File: src/pkg/asramc_cfg.svh
`ifndef ASRAMC_CFG_SVH
`define ASRAMC_CFG_SVH

// memory geometry
`define ASRAMC_ADDR_W 15
`define ASRAMC_DATA_W 16
`define ASRAMC_DEPTH 32768
// clock period in ns
`define ASRAMC_CLK_NS 10
// timing figures in ns (slower grade covers both)
`define ASRAMC_T_ACCESS_NS 12
`define ASRAMC_T_WPULSE_NS 8
`define ASRAMC_T_DSETUP_NS 6
`define ASRAMC_T_HIZ_NS 6
// power-up wait in us
`define ASRAMC_T_POWER_US 100
// derived cycle counts: least times round up
`define ASRAMC_RD_CYC \
    ((`ASRAMC_T_ACCESS_NS + `ASRAMC_CLK_NS - 1) / `ASRAMC_CLK_NS)
`define ASRAMC_WR_CYC \
    ((`ASRAMC_T_WPULSE_NS + `ASRAMC_CLK_NS - 1) / `ASRAMC_CLK_NS)
`define ASRAMC_HIZ_CYC \
    ((`ASRAMC_T_HIZ_NS + `ASRAMC_CLK_NS - 1) / `ASRAMC_CLK_NS)
`define ASRAMC_PWR_CYC \
    ((`ASRAMC_T_POWER_US * 1000 + `ASRAMC_CLK_NS - 1) / `ASRAMC_CLK_NS)
// counter width
`define ASRAMC_CNT_W 14

`endif

File: src/pkg/asramc_pkg.sv
`include "asramc_cfg.svh"

package asramc_pkg;
    // request from the user side
    typedef struct packed {
        logic wr;
        logic [1:0] be;
        logic [`ASRAMC_ADDR_W-1:0] addr;
        logic [`ASRAMC_DATA_W-1:0] wdata;
    } asramc_req_t;

    // memory control pins, all active low
    typedef struct packed {
        logic cs_n;
        logic we_n;
        logic oe_n;
        logic low_byte_sel_n; // lower lane select
        logic high_byte_sel_n; // upper lane select
    } asramc_ctl_t;

    typedef enum logic [2:0] {
        ST_POWER, ST_IDLE, ST_READ, ST_WRITE, ST_TURN
    } asramc_state_t;
endpackage

File: src/hdl/asramc_ctrl.sv
`timescale 1ns/1ps
`include "asramc_cfg.svh"

// Notes on behaviour
// 32768 words of 16 bits, 15-bit address
// write only while select and strobe low
// byte selects gate each stored byte
// read: select low, gate low, strobe high
// byte selects gate each driven byte
// memory floats bus when not reading
// write window is overlap of three lows
// assert select, strobe, byte select together
// time data to the write-ending edge
// wait 100 us before first access
// read cycle at least access time
// read data held 3 ns after change
// data valid after select falls
// data valid after gate falls
// address stable before window closes
// address stable at window start
// address held until window closed
// write data 6 ns before ending edge
// byte select low before write ends
// simultaneous rise keeps outputs floating
// address valid by select falling edge
// deselect before retention supply
// never drive bus while memory may drive
module asramc_ctrl (
    input wire logic CLK_I, // clock, 100 MHz
    input wire logic NRST_I, // async reset, low
    input wire logic REQ_VALID_I, // request present
    input wire asramc_pkg::asramc_req_t REQ_I, // request fields
    output logic REQ_READY_O, // request taken
    output logic RD_VALID_O, // read data pulse
    output logic [`ASRAMC_DATA_W-1:0] RD_DATA_O, // read data
    input wire logic RETAIN_I, // retention requested
    output logic RETAIN_OK_O, // memory deselected
    output logic [`ASRAMC_ADDR_W-1:0] MEM_ADDR_O, // address pins
    output asramc_pkg::asramc_ctl_t MEM_CTL_O, // control pins
    input wire logic [`ASRAMC_DATA_W-1:0] MEM_DQ_I, // data in
    output logic [`ASRAMC_DATA_W-1:0] MEM_DQ_O, // data out
    output logic MEM_DQ_OE_O // data drive enable
);
    import asramc_pkg::*;

    asramc_state_t state_q, state_d;
    asramc_ctl_t ctl_q; // registered pins
    logic [`ASRAMC_ADDR_W-1:0] addr_q; // registered address
    logic [`ASRAMC_DATA_W-1:0] wdata_q; // registered write data
    logic [`ASRAMC_DATA_W-1:0] rdata_q; // captured read data
    logic rvalid_q; // read pulse
    logic oe_q; // bus drive enable
    logic ready_q; // first cycle after reset passed, wait armed
    logic tmr_load; // timer load
    logic [`ASRAMC_CNT_W-1:0] tmr_val; // timer load value
    logic tmr_zero; // timer expired
    logic take; // request taken

    // cycle counts sized for the counter
    function automatic logic [`ASRAMC_CNT_W-1:0] cyc(input int n);
        cyc = n[`ASRAMC_CNT_W-1:0];
    endfunction

    asramc_timer u_tmr (
        .CLK_I(CLK_I),
        .NRST_I(NRST_I),
        .load_i(tmr_load),
        .val_i(tmr_val),
        .zero_o(tmr_zero)
    );

    // requests accepted only idle, powered and not retaining
    assign take = (state_q == ST_IDLE) && REQ_VALID_I && !RETAIN_I;
    assign REQ_READY_O = take;

    // next state and timer loads
    always_comb begin
        state_d = state_q;
        tmr_load = 1'b0;
        tmr_val = '0;
        unique case (state_q)
            ST_POWER: begin
                // first cycle out of reset arms the long wait; the
                // timer is wide enough for the whole count
                if (!ready_q) begin
                    tmr_load = 1'b1;
                    tmr_val = cyc(`ASRAMC_PWR_CYC);
                end else if (tmr_zero) begin
                    state_d = ST_IDLE;
                end
            end
            ST_IDLE: begin
                if (take) begin
                    tmr_load = 1'b1;
                    if (REQ_I.wr) begin
                        state_d = ST_WRITE;
                        tmr_val = cyc(`ASRAMC_WR_CYC);
                    end else begin
                        state_d = ST_READ;
                        tmr_val = cyc(`ASRAMC_RD_CYC);
                    end
                end
            end
            ST_READ: begin
                if (tmr_zero) begin
                    state_d = ST_TURN;
                    tmr_load = 1'b1;
                    tmr_val = cyc(`ASRAMC_HIZ_CYC);
                end
            end
            ST_WRITE: begin
                if (tmr_zero) begin
                    state_d = ST_TURN;
                    tmr_load = 1'b1;
                    tmr_val = cyc(`ASRAMC_HIZ_CYC);
                end
            end
            ST_TURN: begin
                if (tmr_zero) begin
                    state_d = ST_IDLE;
                end
            end
        endcase
    end

    // state register
    always_ff @(posedge CLK_I or negedge NRST_I) begin
        if (!NRST_I) begin
            state_q <= ST_POWER;
        end else begin
            state_q <= state_d;
        end
    end

    // power-up wait: timer loaded once after reset release
    always_ff @(posedge CLK_I or negedge NRST_I) begin
        if (!NRST_I) begin
            ready_q <= 1'b0;
        end else begin
            ready_q <= 1'b1;
        end
    end

    // address and data latch at request time, held through turn
    // so address is stable through the window and after it
    always_ff @(posedge CLK_I or negedge NRST_I) begin
        if (!NRST_I) begin
            addr_q <= '0;
            wdata_q <= '0;
        end else if (take) begin
            addr_q <= REQ_I.addr;
            wdata_q <= REQ_I.wdata;
        end
    end

    // control pins; all edges of a window come together with the
    // address, a zero setup the memory accepts; the window branch sets
    // lane selects only on entry, so no passing all-high value shows mid-window
    always_ff @(posedge CLK_I or negedge NRST_I) begin
        if (!NRST_I) begin
            ctl_q <= '{cs_n: 1'b1, we_n: 1'b1, oe_n: 1'b1,
                       low_byte_sel_n: 1'b1, high_byte_sel_n: 1'b1};
        end else if (state_d == ST_READ || state_d == ST_WRITE) begin
            ctl_q.cs_n <= 1'b0;
            ctl_q.we_n <= (state_d != ST_WRITE);
            ctl_q.oe_n <= (state_d != ST_READ);
            // lane selects taken once, held through the window
            if (state_q == ST_IDLE) begin
                ctl_q.low_byte_sel_n <= !REQ_I.be[0];
                ctl_q.high_byte_sel_n <= !REQ_I.be[1];
            end
        end else begin
            ctl_q <= '{cs_n: 1'b1, we_n: 1'b1, oe_n: 1'b1,
                       low_byte_sel_n: 1'b1, high_byte_sel_n: 1'b1};
        end
    end

    // bus drive only during write; gate is high then
    always_ff @(posedge CLK_I or negedge NRST_I) begin
        if (!NRST_I) begin
            oe_q <= 1'b0;
        end else begin
            oe_q <= (state_d == ST_WRITE);
        end
    end

    // capture read data at last cycle of the access
    always_ff @(posedge CLK_I or negedge NRST_I) begin
        if (!NRST_I) begin
            rdata_q <= '0;
            rvalid_q <= 1'b0;
        end else begin
            rvalid_q <= (state_q == ST_READ) && tmr_zero;
            if ((state_q == ST_READ) && tmr_zero) begin
                rdata_q <= MEM_DQ_I;
            end
        end
    end

    assign MEM_ADDR_O = addr_q;
    assign MEM_CTL_O = ctl_q;
    assign MEM_DQ_O = wdata_q;
    assign MEM_DQ_OE_O = oe_q;
    assign RD_DATA_O = rdata_q;
    assign RD_VALID_O = rvalid_q;
    // deselected whenever idle or waiting
    assign RETAIN_OK_O = RETAIN_I && ctl_q.cs_n &&
                         (state_q == ST_IDLE || state_q == ST_POWER);
endmodule // asramc_ctrl

File: src/hdl/asramc_timer.sv
`timescale 1ns/1ps
`include "asramc_cfg.svh"

// down counter: loads a count, flags zero
module asramc_timer (
    input wire logic CLK_I, // clock
    input wire logic NRST_I, // async reset, low
    input wire logic load_i, // load strobe
    input wire logic [`ASRAMC_CNT_W-1:0] val_i, // load value
    output logic zero_o // count reached zero
);
    logic [`ASRAMC_CNT_W-1:0] cnt_q;

    // loads win over counting
    always_ff @(posedge CLK_I or negedge NRST_I) begin
        if (!NRST_I) begin
            cnt_q <= '0;
        end else if (load_i) begin
            cnt_q <= val_i;
        end else if (cnt_q != '0) begin
            cnt_q <= cnt_q - 1'b1;
        end
    end

    assign zero_o = (cnt_q == '0);
endmodule // asramc_timer

File: config.mk
export PLATFORM = sky130hd
export DESIGN_NAME = asramc_ctrl
export DESIGN_NICKNAME = d
export VERILOG_FILES = /design/src/pkg/asramc_pkg.sv /design/src/hdl/asramc_ctrl.sv /design/src/hdl/asramc_timer.sv
export VERILOG_INCLUDE_DIRS = /design/src /design/src/pkg
export SDC_FILE = /design/constraint.sdc
export NUM_CORES = 1
export LEC_CHECK = 0
export BUFFER_PORTS_ARGS = -buffer_cell sky130_fd_sc_hd__buf_2
export CORE_UTILIZATION = 25
export CTS_BUF_LIST = sky130_fd_sc_hd__clkbuf_8
export DETAILED_ROUTE_END_ITERATION = 7
export SLEW_MARGIN = 10
export SYNTH_ARGS = -nofsm -noshare
export SYNTH_HDL_FRONTEND = slang
export SYNTH_SLANG_ARGS = --single-unit
File: constraint.sdc
create_clock -name CLK_I -period 3.7 [get_ports CLK_I]
set_input_delay 0.555 -clock CLK_I [delete_from_list [all_inputs] [get_ports CLK_I]]
set_output_delay 0.555 -clock CLK_I [all_outputs]
set_load 0.01 [all_outputs]
==> qor.yml <==
clock-sinks: 72
viasPerCell: 4.423
cts_buffers: 9
synth_edf_count: 0
routed-wl-met2_um: 3162
worstSetupEndpointType: "register"
hold_class: "input pin to asynchronous set/reset pin"
die_h_um: 113.5
drt_iter0_markers: 85
crit_start: "u_tmr.cnt_q[0]"
seq_area_um2: 1808
critPathLaunchType: "register"
synthesis.instances: 239
place.gp.congestion: 0.8141
cp_max_fo: 6
timing.fmax_ghz: 0.4319
leakagePower_nw: 2.001
core-area_um2: 12060
diodes: 0
setup_viol: 0
highest_layer: "met4"
fp-row-count: 40
tightest_slew_ns: 0.9042
die_area_um2: 12880
dpl_cell_area_um2: 3840
yosysUniqueCellTypes: 46
r2r_start: "u_tmr.cnt_q[0]"
wl_um: 6775
cts.htree.levels: 3
avgSynthCellArea_um2: 13.00
clk_pin_slew_ns: 0.07
fillCellCount: 1215
ys_seq_area_share_pct: 58.20
vdd_drop_max_v: 0.0003747
clock_tree.root_cell: "clkbuf_8"
route.antenna.remaining_nets: 0
worst_slack_ns: 1.385
ys_warn_count: 0
post_cts_buffers: 0
worst_clock_skew_ns: 0.01076
cts_hold_buf: 0
drc: 0
antenna_found_initial: 0
fin_crit_sh_pct: 62.58
slew_violations: 0
slew_headroom_pct: 39.72
wl_per_cell_um: 12.90
drv_cap: 0
io_buffers: 109
wl_met3_um: 499
io_pins: 110
dr_total_vias: 2322
layout_common_cells: "108 x buf_2, 67 x dfrtp_1, 47 x mux2_2"
drt-pass1-iter-count: 4
cts_resized: 0
utilization_pct: 33.61
layout_commonest_cell: "buf_2"
multi_input_area_um2: 1225
grt_usage_pct: 11.10
wl_met1_um: 3066
synth_ff_type: "dfrtp_1"
hpwl_um: 4935
drive_above_1_share_pct: 51.54
tritoncts: "yes"
cp_data_arrival_time_ns: 2.53
syn_area_um2: 3107
fin_area_um2: 4054
cts_buffer_depth: 2
grt_pass1_vias: 2282
clock_latency_ns: 0.34
p_per_area_nw_per_um2: 800.8
fin_crit_ns: 2.315
finalHoldWorstSlack_ns: 0.3229
nNetsFinal: 408
required_ns: 3.91
initial_core_util_pct: 25.76
setup_tns_ns: 0
place_ws_ns: 1.390
syn-num-nets: 295
ys_async_sr_fraction_pct: 100.0
grt_max_degree: 73
hold_violations: 0
die_w_um: 113.5
critPathKind: "register to register"
grt_remaining_overflow: 0
grt_pass1_wl_um: 11090
outcome: "completed"
area_growth_pct: 30.49
ys_seq_elements: 72
grt_setup_unrepaired: "false"
## stage by stage
stage	std cells	total power, W
after floorplan	239	0.002126
after global placement	509	0.002574
after detailed placement	509	0.002609
after CTS	525	0.003296
after global routing	525	0.003488
final	525	0.003246
## synthesized netlist by cell type, types with 2 or more instances
| cell | n | area share, % |
|---|---|---|
| nor3b_1 | 2 | 0.48 |
| nand3_1 | 2 | 0.32 |
| o21ai_0 | 9 | 1.4 |
| inv_1 | 7 | 0.85 |
| nand2_1 | 9 | 1.1 |
| a211oi_1 | 3 | 0.72 |
| o31ai_1 | 3 | 0.72 |
| nor3_1 | 2 | 0.32 |
| nor2_1 | 5 | 0.60 |
| clkbuf_1 | 4 | 0.48 |
| xnor2_1 | 4 | 1.1 |
| ha_1 | 2 | 0.81 |
| a21oi_1 | 11 | 1.8 |
| nor4_1 | 6 | 1.2 |
| a221oi_2 | 2 | 0.97 |
| o211ai_1 | 3 | 0.72 |
| o22ai_1 | 2 | 0.40 |
| dfrtp_1 | 67 | 54 |
| buf_2 | 5 | 0.81 |
| or4_1 | 7 | 1.7 |
| and3_1 | 3 | 0.60 |
| mux2_2 | 47 | 17 |
| or3_1 | 5 | 1.0 |
| nand2b_1 | 3 | 0.60 |
| dfstp_2 | 5 | 4.2 |
## routing by layer
layer  up-vias  GRT usage (%)
li1       1109              -
met1      1123          13.27
met2        84          18.21
met3         6          5.367
met4         0          2.105
met5         -              0
## power breakdown
group	total [W]	internal [W]	switching, W
Sequential	0.00141	0.00115	0.000253
Clock	0.000666	0.000390	0.000276
Combinational	0.00118	0.000592	0.000583
Total	0.00325	0.00213	0.00111
## state kept, by name, summed over array words and instances, names as in the netlist
register     cells
MEM_DQ_O        16
RD_DATA_O       16
MEM_ADDR_O      15
u_tmr.cnt_q     14
MEM_CTL_O        5
state_q          3
MEM_DQ_OE_O      1
RD_VALID_O       1
ready_q          1
## cell type report
cell class / count / share of cell area (%)
Clock buffer: 10 / 3.395
Clock inverter: 6 / 1.883
Inverter: 7 / 0.6481
Multi-Input combinational cell: 150 / 30.22
Sequential cell: 72 / 44.60
Tap cell: 168 / 5.185
Timing Repair Buffer: 112 / 14.07
## path summary, 6_finish.rpt
kind                                  endpoint  slack, ns  cells past startpoint
worst max-delay path            u_tmr.cnt_q[0]       1.38                      6
worst min-delay path              RD_DATA_O[0]       0.32                      1
worst max register to register  u_tmr.cnt_q[0]       1.38                      6
worst min register to register    MEM_CTL_O[0]       0.49                      2
max in group asynchronous        MEM_ADDR_O[7]       2.77                      1
min in group CLK_I                MEM_CTL_O[1]       0.38                      2
## kinds of logic after synthesis
kind of cell             after synthesis  synth area share, %
AND/OR/NAND/NOR                       53                10.67
multiplexers                          48                17.36
buffers and inverters                 17                2.376
flip-flops                            72                58.20
other                                  1               0.1207
AO/OA/AOI/OAI                         41                9.021
adder cells (fa/ha/maj)                3                1.128
XOR/XNOR                               4                1.128
## critical path, cell delays in order, from the launching register on
cell	delay, ns
dfrtp_1	0.43
inv_1	0.11
ha_1	0.16
or4b_4	0.49
or4_1	0.67
a221oi_2	0.22
o22ai_1	0.11
Power figures use the tool's default switching activity.
